===== config.mk =====
export PLATFORM = sky130hd
export DESIGN_NAME = system_clock_select
export DESIGN_NICKNAME = d
export VERILOG_FILES = /design/src/pkg/clock_select_pkg.sv /design/src/logic/periph_clock_gate.sv /design/src/logic/pll_synth.sv /design/src/logic/system_clock_select.sv
export VERILOG_INCLUDE_DIRS = /design/src /design/src/pkg
export SDC_FILE = /design/constraint.sdc
export NUM_CORES = 1
export LEC_CHECK = 0
export BUFFER_PORTS_ARGS = -buffer_cell sky130_fd_sc_hd__buf_2
export CORE_MARGIN = 5
export CORE_UTILIZATION = 55
export CTS_BUF_LIST = sky130_fd_sc_hd__clkbuf_16
export DETAILED_ROUTE_END_ITERATION = 10
export PLACE_DENSITY = 0.81
export SYNTH_ARGS = -nofsm -noshare
export SYNTH_HDL_FRONTEND = slang
export SYNTH_SLANG_ARGS = --single-unit

===== constraint.sdc =====
create_clock -name aclk -period 7.8 [get_ports aclk]
set_input_delay 0.78 -clock aclk [delete_from_list [all_inputs] [get_ports aclk]]
set_output_delay 0.78 -clock aclk [all_outputs]
set_load 0.005 [all_outputs]

===== src/pkg/clock_select_cfg.svh =====
// Register offsets, field positions, reset values and counts of the clock select block.
// Assumes a 32-bit AXI4-Lite register window with 8-bit byte addresses.
`ifndef CLOCK_SELECT_CFG_SVH
`define CLOCK_SELECT_CFG_SVH

`define CS_ADDR_W 8
`define CS_OFF_CLOCK_CONFIG_TWO 8'h00
`define CS_OFF_GEN_CONTROL_ONE 8'h04
`define CS_OFF_PLL_RATIO 8'h08
`define CS_OFF_GEN_CONTROL_THREE 8'h0C
`define CS_OFF_PERIPH_GATE 8'h10
`define CS_OFF_USB_CONTROL 8'h14
`define CS_OFF_CPU_STATUS_THREE 8'h18
`define CS_OFF_CLOCK_STATUS 8'h1C

`define CS_BIT_PATH_SELECT 0
`define CS_BIT_POWERDOWN 0
`define CS_BIT_STANDBY 1
`define CS_BIT_LOCK 3
`define CS_BIT_USB_OSC 0
`define CS_BIT_USB_PLL 1
`define CS_BIT_DBG_DISABLE 0
`define CS_POS_MULT 0
`define CS_POS_DIV 16

`define CS_RST_PATH_SELECT 1'b0
`define CS_RST_POWERDOWN 1'b0
`define CS_RST_STANDBY 1'b1
`define CS_RST_RATIO 12'h000
`define CS_RST_PERIPH_EN 1'b1
`define CS_RST_USB 1'b0
`define CS_RST_DBG_DISABLE 1'b1

`define CS_RATIO_OFFSET 13'h0004
`define CS_LOCK_REF_PERIODS 4'h8
`define CS_RESP_OKAY 2'b00
`define CS_RESP_SLVERR 2'b10

`endif


===== src/pkg/clock_select_pkg.sv =====
// Types shared by the clock select block and its phase-locked synthesiser.
// Assumes nothing of its surroundings.
package clock_select_pkg;

	typedef enum logic [1:0] {
		SW_RUN = 2'b00,
		SW_STOP_OLD = 2'b01,
		SW_WAIT_NEW = 2'b11,
		SW_RESUME = 2'b10
	} switch_state_t;

	typedef struct packed {
		logic [11:0] mult;
		logic [11:0] div;
		logic powerdown;
		logic standby;
	} pll_cfg_t;

endpackage


===== src/logic/periph_clock_gate.sv =====
// One peripheral clock gate, a flop-built copy of the system clock.
// Assumes clk_now is the registered system clock and clk_next its next value.
`timescale 1ns/1ps
`default_nettype none
`include "clock_select_cfg.svh"

module periph_clock_gate (
	input wire logic aclk,
	input wire logic aresetn,
	input wire logic clk_now,
	input wire logic clk_next,
	input wire logic enable,
	output logic gated_clock
);
	logic en_hold_r;
	logic eff;

	// Enable may only change while the clock is low, so no high phase is cut
	assign eff = clk_now ? en_hold_r : enable; // RULE21

	always_ff @(posedge aclk) begin
		if (!aresetn) begin
			en_hold_r <= `CS_RST_PERIPH_EN;
			gated_clock <= 1'b0;
		end else begin
			if (!clk_now) begin
				en_hold_r <= enable;
			end
			gated_clock <= clk_next & eff; // RULE7
		end
	end
endmodule // periph_clock_gate
`default_nettype wire


===== src/logic/pll_synth.sv =====
// Digital PLL: output = reference * (mult+4) / (div+4).
// Assumes ref_clk is filtered, aclk-sampled and far slower than aclk.
`timescale 1ns/1ps
`default_nettype none
`include "clock_select_cfg.svh"

module pll_synth #(
	parameter int PW = 16
) (
	input wire logic aclk,
	input wire logic aresetn,
	input wire logic ref_clk,
	input wire clock_select_pkg::pll_cfg_t cfg,
	output logic pll_clock,
	output logic locked
);
	logic ref_prev_r;
	logic [PW-1:0] cnt_r;
	logic [PW-1:0] period_r;
	logic [29:0] acc_r;
	logic [3:0] lock_cnt_r;
	logic rise, run, near;
	logic [12:0] mult_eff, div_eff;
	logic [29:0] thresh, acc_sum;
	logic [PW-1:0] diff;

	assign rise = ref_clk & ~ref_prev_r;
	assign run = ~cfg.powerdown & ~cfg.standby; // RULE17
	assign mult_eff = {1'b0, cfg.mult} + `CS_RATIO_OFFSET;
	assign div_eff = {1'b0, cfg.div} + `CS_RATIO_OFFSET;
	assign thresh = 30'(period_r) * 30'(div_eff);
	assign acc_sum = acc_r + {16'h0000, mult_eff, 1'b0};
	assign diff = cnt_r - period_r;
	// Sampling leaves one aclk of jitter on the measured period
	assign near = (diff == '0) | (diff == PW'(1)) | (diff == '1);
	assign locked = (lock_cnt_r == `CS_LOCK_REF_PERIODS);

	always_ff @(posedge aclk) begin
		if (!aresetn || !run) begin
			ref_prev_r <= 1'b0;
			cnt_r <= '0;
			period_r <= '0;
		end else begin
			ref_prev_r <= ref_clk;
			if (rise) begin
				cnt_r <= PW'(1);
				period_r <= cnt_r;
			end else if (cnt_r != '1) begin
				cnt_r <= cnt_r + PW'(1);
			end
		end
	end

	// One toggle per period*(div+4) gained in steps of 2*(mult+4); restart on each reference edge
	always_ff @(posedge aclk) begin
		if (!aresetn || !run) begin
			acc_r <= '0;
			pll_clock <= 1'b0;
		end else if (rise) begin
			acc_r <= '0;
			pll_clock <= 1'b1; // RULE14
		end else if (acc_sum >= thresh) begin
			acc_r <= acc_sum - thresh;
			pll_clock <= ~pll_clock; // RULE4
		end else begin
			acc_r <= acc_sum;
		end
	end

	always_ff @(posedge aclk) begin
		if (!aresetn || !run) begin
			lock_cnt_r <= '0;
		end else if (rise) begin
			if (!near) begin
				lock_cnt_r <= '0;
			end else if (!locked) begin
				lock_cnt_r <= lock_cnt_r + 4'h1;
			end
		end
	end
endmodule // pll_synth
`default_nettype wire


===== src/logic/system_clock_select.sv =====
// Clock select: reference, bypass/PLL path, glitch-free switch, domain clocks,
// peripheral gates and AXI4-Lite registers.
// Assumes pins asynchronous to aclk, all clocks far slower than aclk.
//
// Function
// [RULE1] Reference from RTC oscillator or external pin
// [RULE2] USB reference from its own oscillator
// [RULE3] RTC registers inaccessible with external reference
// [RULE4] PLL path multiplies and divides the reference
// [RULE5] Bypass routes reference unchanged to system clock
// [RULE6] CPU domain runs directly on system clock
// [RULE7] Every peripheral has its own clock gate
// [RULE8] Peripheral clocks come straight from system clock
// [RULE9] Powered-down generator forces reference as source
// [RULE10] USB oscillator and PLL can be disabled
// [RULE11] RTC domain always runs, issues wake-ups
// [RULE12] Strap pin picks the reference source
// [RULE13] Path-select bit chooses bypass or PLL
// [RULE14] PLL output phase-aligned to its reference
// [RULE15] No glitch or runt when switching paths
// [RULE16] Status bit tri-states debug clock pin
// [RULE17] Reset: bypass selected, PLL in standby
// [RULE18] Strap low picks RTC, otherwise external pin
// [RULE19] Software checks lock before selecting PLL
// [RULE20] Software returns to bypass before reprogramming
// [RULE21] Peripheral gates switch only while clock low
//
// Design decisions made here: the address map and the AXI4-Lite interface to the registers.
`timescale 1ns/1ps
`default_nettype none
`include "clock_select_cfg.svh"

module system_clock_select #(
	parameter int PERIPH_COUNT = 8
) (
	input wire logic aclk,
	input wire logic aresetn,
	input wire logic [`CS_ADDR_W-1:0] s_axi_awaddr,
	input wire logic [2:0] s_axi_awprot,
	input wire logic s_axi_awvalid,
	output logic s_axi_awready,
	input wire logic [31:0] s_axi_wdata,
	input wire logic [3:0] s_axi_wstrb,
	input wire logic s_axi_wvalid,
	output logic s_axi_wready,
	output logic [1:0] s_axi_bresp,
	output logic s_axi_bvalid,
	input wire logic s_axi_bready,
	input wire logic [`CS_ADDR_W-1:0] s_axi_araddr,
	input wire logic [2:0] s_axi_arprot,
	input wire logic s_axi_arvalid,
	output logic s_axi_arready,
	output logic [31:0] s_axi_rdata,
	output logic [1:0] s_axi_rresp,
	output logic s_axi_rvalid,
	input wire logic s_axi_rready,
	input wire logic rtc_osc_clock,
	input wire logic ext_ref_clock_pin,
	input wire logic ref_source_strap,
	input wire logic usb_osc_clock,
	input wire logic rtc_wake_request,
	output logic core_system_clock,
	output logic cpu_domain_clock,
	output logic [PERIPH_COUNT-1:0] periph_clock,
	output logic pll_reference_input,
	output logic usb_ref_clock,
	output logic usb_osc_enable,
	output logic usb_pll_enable,
	output logic rtc_regs_accessible,
	output logic rtc_wakeup_event,
	output logic debug_clock_output,
	output logic debug_clock_output_oe
);
	localparam int PINS = 5;
	localparam int P_RTC = 0;
	localparam int P_EXT = 1;
	localparam int P_STRAP = 2;
	localparam int P_USB = 3;
	localparam int P_WAKE = 4;

	// Pin synchronisers: a change counts once the last two flops agree
	logic [PINS-1:0] pin_in, s1_r, s2_r, s3_r, filt_r;
	assign pin_in = {rtc_wake_request, usb_osc_clock, ref_source_strap,
		ext_ref_clock_pin, rtc_osc_clock};

	genvar gi;
	generate
		for (gi = 0; gi < PINS; gi++) begin : g_sync
			always_ff @(posedge aclk) begin
				if (!aresetn) begin
					s1_r[gi] <= 1'b0;
					s2_r[gi] <= 1'b0;
					s3_r[gi] <= 1'b0;
					filt_r[gi] <= 1'b0;
				end else begin
					s1_r[gi] <= pin_in[gi];
					s2_r[gi] <= s1_r[gi];
					s3_r[gi] <= s2_r[gi];
					if (s2_r[gi] == s3_r[gi]) begin
						filt_r[gi] <= s3_r[gi];
					end
				end
			end
		end
	endgenerate

	logic path_select_r, powerdown_r, standby_r;
	logic [11:0] mult_r, div_r;
	logic [PERIPH_COUNT-1:0] periph_en_r;
	logic usb_osc_en_r, usb_pll_en_r, dbg_disable_r;

	clock_select_pkg::switch_state_t sw_state_r;
	logic pll_active_r, sys_clk_r, sys_clk_nxt;
	logic ref_clk, want_pll, cur_src, pll_clock, pll_locked, wake_prev_r;
	clock_select_pkg::pll_cfg_t pll_cfg;

	// Strap low takes the RTC oscillator, high the external pin
	assign ref_clk = filt_r[P_STRAP] ? filt_r[P_EXT] : filt_r[P_RTC]; // RULE1 RULE12 RULE18

	assign pll_cfg.mult = mult_r;
	assign pll_cfg.div = div_r;
	assign pll_cfg.powerdown = powerdown_r;
	assign pll_cfg.standby = standby_r;

	pll_synth #(.PW(16)) u_pll (
		.aclk(aclk),
		.aresetn(aresetn),
		.ref_clk(ref_clk),
		.cfg(pll_cfg),
		.pll_clock(pll_clock),
		.locked(pll_locked)
	);

	// A stopped PLL can never be the source, whatever the select bit says
	assign want_pll = path_select_r & ~powerdown_r & ~standby_r; // RULE9 RULE13
	assign cur_src = pll_active_r ? pll_clock : ref_clk; // RULE5

	// Old source is held low before the new one is let through on a low phase
	always_comb begin
		case (sw_state_r)
			clock_select_pkg::SW_RUN: sys_clk_nxt = cur_src;
			clock_select_pkg::SW_STOP_OLD: sys_clk_nxt = sys_clk_r & cur_src; // RULE15
			clock_select_pkg::SW_WAIT_NEW: sys_clk_nxt = 1'b0; // RULE15
			clock_select_pkg::SW_RESUME: sys_clk_nxt = cur_src;
			default: sys_clk_nxt = 1'b0;
		endcase
	end

	always_ff @(posedge aclk) begin
		if (!aresetn) begin
			sw_state_r <= clock_select_pkg::SW_RUN;
			pll_active_r <= 1'b0; // RULE17
		end else begin
			case (sw_state_r)
				clock_select_pkg::SW_RUN: begin
					if (want_pll != pll_active_r) begin
						sw_state_r <= clock_select_pkg::SW_STOP_OLD;
					end
				end
				clock_select_pkg::SW_STOP_OLD: begin
					if (!sys_clk_r) begin
						pll_active_r <= want_pll;
						sw_state_r <= clock_select_pkg::SW_WAIT_NEW;
					end
				end
				clock_select_pkg::SW_WAIT_NEW: begin
					// Starting on a low phase avoids a short first high
					if (!cur_src) begin
						sw_state_r <= clock_select_pkg::SW_RESUME;
					end
				end
				clock_select_pkg::SW_RESUME: sw_state_r <= clock_select_pkg::SW_RUN;
				default: sw_state_r <= clock_select_pkg::SW_RUN;
			endcase
		end
	end

	// Clock outputs, all from flops on the same edge so they stay aligned
	always_ff @(posedge aclk) begin
		if (!aresetn) begin
			sys_clk_r <= 1'b0;
			cpu_domain_clock <= 1'b0;
			pll_reference_input <= 1'b0;
			debug_clock_output <= 1'b0;
			debug_clock_output_oe <= 1'b0;
		end else begin
			sys_clk_r <= sys_clk_nxt;
			cpu_domain_clock <= sys_clk_nxt; // RULE6
			pll_reference_input <= ref_clk;
			debug_clock_output <= sys_clk_nxt;
			debug_clock_output_oe <= ~dbg_disable_r; // RULE16
		end
	end
	assign core_system_clock = sys_clk_r;

	// Undivided copies; slower rates are each peripheral's own business
	generate
		for (gi = 0; gi < PERIPH_COUNT; gi++) begin : g_gate
			periph_clock_gate u_gate (
				.aclk(aclk),
				.aresetn(aresetn),
				.clk_now(sys_clk_r),
				.clk_next(sys_clk_nxt),
				.enable(periph_en_r[gi]),
				.gated_clock(periph_clock[gi])
			); // RULE7 RULE8
		end
	endgenerate

	// USB and RTC domains; RTC wake-ups ignore every other gate
	always_ff @(posedge aclk) begin
		if (!aresetn) begin
			usb_ref_clock <= 1'b0;
			usb_osc_enable <= 1'b0;
			usb_pll_enable <= 1'b0;
			rtc_regs_accessible <= 1'b0;
			wake_prev_r <= 1'b0;
			rtc_wakeup_event <= 1'b0;
		end else begin
			usb_ref_clock <= filt_r[P_USB] & usb_osc_en_r; // RULE2
			usb_osc_enable <= usb_osc_en_r; // RULE10
			usb_pll_enable <= usb_pll_en_r & usb_osc_en_r; // RULE10
			rtc_regs_accessible <= ~filt_r[P_STRAP]; // RULE3
			wake_prev_r <= filt_r[P_WAKE];
			rtc_wakeup_event <= filt_r[P_WAKE] & ~wake_prev_r; // RULE11
		end
	end

	// AXI4-Lite slave: address and data taken in either order, one write queued
	logic aw_held_r, w_held_r;
	logic [`CS_ADDR_W-1:0] aw_addr_r;
	logic [31:0] w_data_r, wr_word;
	logic [3:0] w_strb_r;
	logic do_write;

	assign s_axi_awready = ~aw_held_r;
	assign s_axi_wready = ~w_held_r;
	assign s_axi_arready = ~s_axi_rvalid;
	assign do_write = aw_held_r & w_held_r & ~s_axi_bvalid;

	function automatic logic is_mapped(input logic [`CS_ADDR_W-1:0] a);
		return {a[`CS_ADDR_W-1:2], 2'b00} <= `CS_OFF_CLOCK_STATUS;
	endfunction

	function automatic logic [31:0] read_word(input logic [`CS_ADDR_W-1:0] a);
		logic [31:0] v;
		v = 32'h0000_0000;
		case ({a[`CS_ADDR_W-1:2], 2'b00})
			`CS_OFF_CLOCK_CONFIG_TWO: v[`CS_BIT_PATH_SELECT] = path_select_r;
			`CS_OFF_GEN_CONTROL_ONE: begin
				v[`CS_BIT_POWERDOWN] = powerdown_r;
				v[`CS_BIT_STANDBY] = standby_r;
			end
			`CS_OFF_PLL_RATIO: begin
				v[`CS_POS_MULT +: 12] = mult_r;
				v[`CS_POS_DIV +: 12] = div_r;
			end
			`CS_OFF_GEN_CONTROL_THREE: v[`CS_BIT_LOCK] = pll_locked;
			`CS_OFF_PERIPH_GATE: v[PERIPH_COUNT-1:0] = periph_en_r;
			`CS_OFF_USB_CONTROL: begin
				v[`CS_BIT_USB_OSC] = usb_osc_en_r;
				v[`CS_BIT_USB_PLL] = usb_pll_en_r;
			end
			`CS_OFF_CPU_STATUS_THREE: v[`CS_BIT_DBG_DISABLE] = dbg_disable_r;
			`CS_OFF_CLOCK_STATUS: v[3:0] = {sw_state_r != clock_select_pkg::SW_RUN,
				~filt_r[P_STRAP], pll_active_r, filt_r[P_STRAP]};
			default: v = 32'h0000_0000;
		endcase
		return v;
	endfunction

	// Byte lanes merge into the current value; read-only words ignore writes
	always_comb begin
		wr_word = read_word(aw_addr_r);
		for (int b = 0; b < 4; b++) begin
			if (w_strb_r[b]) begin
				wr_word[8*b +: 8] = w_data_r[8*b +: 8];
			end
		end
	end
	function automatic logic wr_at(input logic [`CS_ADDR_W-1:0] off);
		return do_write && ({aw_addr_r[`CS_ADDR_W-1:2], 2'b00} == off);
	endfunction

	always_ff @(posedge aclk) begin
		if (!aresetn) begin
			aw_held_r <= 1'b0;
			w_held_r <= 1'b0;
			aw_addr_r <= '0;
			w_data_r <= 32'h0000_0000;
			w_strb_r <= 4'h0;
			s_axi_bvalid <= 1'b0;
			s_axi_bresp <= `CS_RESP_OKAY;
		end else begin
			if (s_axi_awvalid && s_axi_awready) begin
				aw_held_r <= 1'b1;
				aw_addr_r <= s_axi_awaddr;
			end else if (do_write) begin
				aw_held_r <= 1'b0;
			end
			if (s_axi_wvalid && s_axi_wready) begin
				w_held_r <= 1'b1;
				w_data_r <= s_axi_wdata;
				w_strb_r <= s_axi_wstrb;
			end else if (do_write) begin
				w_held_r <= 1'b0;
			end
			if (do_write) begin
				s_axi_bvalid <= 1'b1;
				s_axi_bresp <= is_mapped(aw_addr_r) ? `CS_RESP_OKAY : `CS_RESP_SLVERR;
			end else if (s_axi_bready) begin
				s_axi_bvalid <= 1'b0;
			end
		end
	end

	always_ff @(posedge aclk) begin
		if (!aresetn) begin
			s_axi_rvalid <= 1'b0;
			s_axi_rdata <= 32'h0000_0000;
			s_axi_rresp <= `CS_RESP_OKAY;
		end else if (s_axi_arvalid && s_axi_arready) begin
			s_axi_rvalid <= 1'b1;
			s_axi_rdata <= read_word(s_axi_araddr);
			s_axi_rresp <= is_mapped(s_axi_araddr) ? `CS_RESP_OKAY : `CS_RESP_SLVERR;
		end else if (s_axi_rready) begin
			s_axi_rvalid <= 1'b0;
		end
	end

	// Generator controls; lock is not enforced here, software checks it first
	always_ff @(posedge aclk) begin
		if (!aresetn) begin
			path_select_r <= `CS_RST_PATH_SELECT; // RULE17
			powerdown_r <= `CS_RST_POWERDOWN;
			standby_r <= `CS_RST_STANDBY; // RULE17
			mult_r <= `CS_RST_RATIO;
			div_r <= `CS_RST_RATIO;
		end else begin
			if (wr_at(`CS_OFF_CLOCK_CONFIG_TWO)) begin
				path_select_r <= wr_word[`CS_BIT_PATH_SELECT]; // RULE13 RULE19
			end
			if (wr_at(`CS_OFF_GEN_CONTROL_ONE)) begin
				powerdown_r <= wr_word[`CS_BIT_POWERDOWN];
				standby_r <= wr_word[`CS_BIT_STANDBY];
			end
			if (wr_at(`CS_OFF_PLL_RATIO)) begin
				mult_r <= wr_word[`CS_POS_MULT +: 12]; // RULE20
				div_r <= wr_word[`CS_POS_DIV +: 12];
			end
		end
	end

	always_ff @(posedge aclk) begin
		if (!aresetn) begin
			periph_en_r <= {PERIPH_COUNT{`CS_RST_PERIPH_EN}};
			usb_osc_en_r <= `CS_RST_USB;
			usb_pll_en_r <= `CS_RST_USB;
			dbg_disable_r <= `CS_RST_DBG_DISABLE;
		end else begin
			if (wr_at(`CS_OFF_PERIPH_GATE)) begin
				periph_en_r <= wr_word[PERIPH_COUNT-1:0]; // RULE7
			end
			if (wr_at(`CS_OFF_USB_CONTROL)) begin
				usb_osc_en_r <= wr_word[`CS_BIT_USB_OSC];
				usb_pll_en_r <= wr_word[`CS_BIT_USB_PLL];
			end
			if (wr_at(`CS_OFF_CPU_STATUS_THREE)) begin
				dbg_disable_r <= wr_word[`CS_BIT_DBG_DISABLE]; // RULE16
			end
		end
	end
endmodule // system_clock_select
`default_nettype wire


==> impl_metrics.py <==
metrics = {
    "outcome": {
        "status": "complete, but fails checks",
        "violations": "negative setup slack",
    },
    "detailed_routing": {
        "detail_route.wirelength_um": 48700,
        "drc": 0,
        "routed-via-count": 16100,
        "dr.pass1.iters": 5,
        "drt_iter0_markers": 1053,
        "routed_via_density": 5.68,
        "wl_per_cell_um": 17.2,
        "ant_nets": 0,
    },
    "yosys": {
        "synthTopCellsByCount": "nand2_1 (351), inv_1 (236), dfxtp_1 (218), a21oi_1 (170), fa_1 (157)",
        "synth_top_area_share_pct": 23.8,
        "synth_top_family_by_area": "adder cells",
        "synth_edf_count": 0,
        "synth.avg_cell_area_um2": 8.29,
        "syn_area_um2": 18300,
        "synth_simple_gate_area_share_pct": 20.5,
        "yosys.area.top_type": "dfxtp_1",
        "synthMuxAreaShare_pct": 2.95,
        "synth-async-reset-ratio_pct": 0,
        "synth_xor_area_share_pct": 5.72,
        "synthAdderAreaFrac_pct": 26.5,
        "synth.yosys.warnings": 0,
        "synth_flop_cell": "dfxtp_1",
        "ys_ff_latch": 218,
        "yosys-top-cells-area": "dfxtp_1 (24%), fa_1 (17%), ha_1 (9.4%)",
        "yosysMostFrequentCell": "nand2_1",
        "synth_compound_area_share_pct": 12.6,
        "syn_inst": 2212,
        "synth.distinct_cells": 82,
        "yosysSeqAreaShare_pct": 23.8,
    },
    "grt": {
        "antenna_found_initial": 0,
        "grt_usage_pct": 25.9,
        "grt_pass1_vias": 16400,
        "overflow": 0,
        "grt_pass1_wl_um": 79500,
        "grt_max_degree": 106,
    },
    "final_layout": {
        "drive_above_1_share_pct": 16.2,
        "fill_cells": 2589,
        "layout.nets": 2740,
        "areaGrowthSynthToFinish_pct": 16.1,
        "antennaDiodeCount": 0,
        "multi_input_area_um2": 13000,
        "register_area_um2": 4370,
        "fin_util_pct": 65.1,
        "final-instance-count-excl-fill": 2833,
    },
    "power": {
        "seqPwrFrac_pct": 46.3,
        "p_clk_share_pct": 49.0,
        "intPower_mw": 1.92,
        "power_leakage_nw": 10.0,
        "swShare_pct": 22.7,
        "p_sw_mw": 0.562,
        "vdd_drop_max_mv": 0.170,
        "p_per_area_nw_per_um2": 116,
        "pwr-share-comb_pct": 4.7,
    },
    "floorplan": {
        "rows": 66,
        "initial_core_util_pct": 56.1,
        "die_w_um": 193,
        "die_area_um2": 37100,
        "core_um2": 32700,
        "die_h_um": 193,
        "ios": 129,
    },
    "sta": {
        "fin_crit_sh_pct": 102,
        "drv_slew": 0,
        "worst_slew_pin_slew_ps": 1170,
        "rsz0062_at_grt": "yes",
        "slew_headroom_pct": 22.0,
        "fmax_mhz": 125,
        "fin_crit_ps": 7990,
        "finalSetupViolCount": 30,
        "holdWs_ps": 399,
        "tns_ps": -4550,
        "setup_ws_ps": -194,
        "finClkSkew_ps": 12.3,
        "hold_viol": 0,
    },
    "critical_path": {
        "cp-end-kind": "register",
        "path_class": "reg -> reg",
        "crit_fanout": 5,
        "max_stage_delay_ps": 540,
        "crit_required_ps": 8190,
        "crit_path_start_kind": "register",
        "cpMostUsedCell": "fa_1",
        "slowest_stage": "fa_1",
        "cp.arrival_ps": 8380,
    },
    "clocking": {
        "holdBufCountCts": 0,
        "cts_root_buf": "clkbuf_16",
        "cts.clk_slew.worst_paths_ps": 70,
        "clock_path_buffers": 3,
        "cts_tree": "yes",
        "clk_latency_ps": 520,
        "cts_max_level": 1,
        "cts_buffers": 22,
        "cts.sinks": 218,
    },
    "placement": {
        "dpl.hpwl_um": 36500,
        "port-buffer-count": 100,
        "numPlacedInstances": 2775,
        "routabilityCongestion": 0.932,
    },
    "job": {
        "drv_cap": 0,
    },
    "min_path": {
        "hp-class": "reg -> reg",
    },
}
kinds of logic (layout without fill, tap and decap cells):
family | after synthesis | in the layout
other | 1 | 10
adder cells (fa/ha/maj) | 295 | 295
AO/OA/AOI/OAI | 367 | 367
flip-flops | 218 | 218
XOR/XNOR | 119 | 119
multiplexers | 54 | 54
AND/OR/NAND/NOR | 808 | 808
buffers and inverters | 350 | 520
power groups by stage:
stage / registers (mW) / clock network [mW] / logic [mW]
finish: 1.15 / 1.21 / 0.117
global route: 1.15 / 1.27 / 0.130
CTS: 1.15 / 1.22 / 0.115
detailed placement: 1.17 / 0 / 0.112
global placement: 1.17 / 0 / 0.110
floorplan: 1.16 / 0 / 0.0829
worst paths after layout:
| check | depth (start not counted) | from | to | slack, ps |
|---|---|---|---|---|
| setup / recovery | 34 | div_r[6]$_SDFFE_PN0P_ | u_pll.acc_r[24]$_SDFF_PP0_ | -190 |
| hold / removal | 1 | wake_prev_r$_SDFF_PN0_ | rtc_wakeup_event$_SDFF_PN0_ | 400 |
| setup reg to reg | 34 | div_r[6]$_SDFFE_PN0P_ | u_pll.acc_r[24]$_SDFF_PP0_ | -190 |
| hold reg to reg | 1 | wake_prev_r$_SDFF_PN0_ | rtc_wakeup_event$_SDFF_PN0_ | 400 |
state kept, by name, indices dropped and copies added, names as in the netlist, 2 cells and up:
signal and count:
w_strb_r 4, filt_r 5, periph_en_r 8, sw_state_r 2, u_pll.cnt_r 16, g_gate.u_gate.en_hold_r 8
u_pll.acc_r 30, w_data_r 24, aw_addr_r 6, s_axi_rdata 24, div_r 12, g_gate.u_gate.gated_clock 8
s1_r 5, u_pll.period_r 16, s2_r 5, mult_r 12, u_pll.lock_cnt_r 4, s3_r 5
area by class of cell:
| cell class | count | share of cell area, % |
|---|---|---|
| Multi-Input combinational cell | 1653 | 61.0 |
| Clock inverter | 17 | 1.20 |
| Timing Repair Buffer | 243 | 7.84 |
| Tap cell | 442 | 2.60 |
| Inverter | 237 | 4.18 |
| Sequential cell | 218 | 20.5 |
| Clock buffer | 23 | 2.70 |
per-layer routing:
layer	vias up	global-route usage (%)	wire length, µm
met5	-	0	0
met4	0	9.19	1720
met3	138	3.15	3390
met2	643	44.5	23700
met1	7760	33.8	19900
li1	7557	-	-
cell usage in the layout, fill, tap and decap left out, drive strengths merged, types with 12 or more instances in the layout:
master and count:
nand2 351, nor3 33, xor2 52, nor2 145
nand2b 21, a211oi 12, nand4 15, and3 18
xnor2 67, a31oi 13, o21bai 19, ha 138
nor2b 16, nand3 87, inv 241, fa 157
a21o 36, clkbuf 23, o21ai 51, a21oi 172
and2 75, mux2i 53, buf 243, dfxtp 218
through the flow:
stage	instance area [µm²]	total power, mW	setup slack, ps
floorplan	18500	1.25	12.6
CTS	21100	2.49	0.403
finish	21300	2.48	-194
global placement	19900	1.28	-227
detailed placement	19900	1.28	-480
global route	21300	2.55	-537
worst max-delay path, delay by kind of cell (launching register included):
kind / cells / cell delay, ps
muxes: 1 / 190
and+or+nand+nor: 10 / 1510
buffers and inverters: 2 / 210
AOI/OAI and AO/OA: 12 / 2130
DFF: 1 / 330
xor gates and xnor gates: 2 / 410
adders and majority gates: 7 / 3070
what timing repair did:
action                                  4_1_cts  5_1_grt
cloned                                        2        0
resized for setup                            44       38
pin swaps                                    46       32
setup buffers                                 9        7
endpoints found under the setup margin       31       31
(Power assumes the default switching activity.)
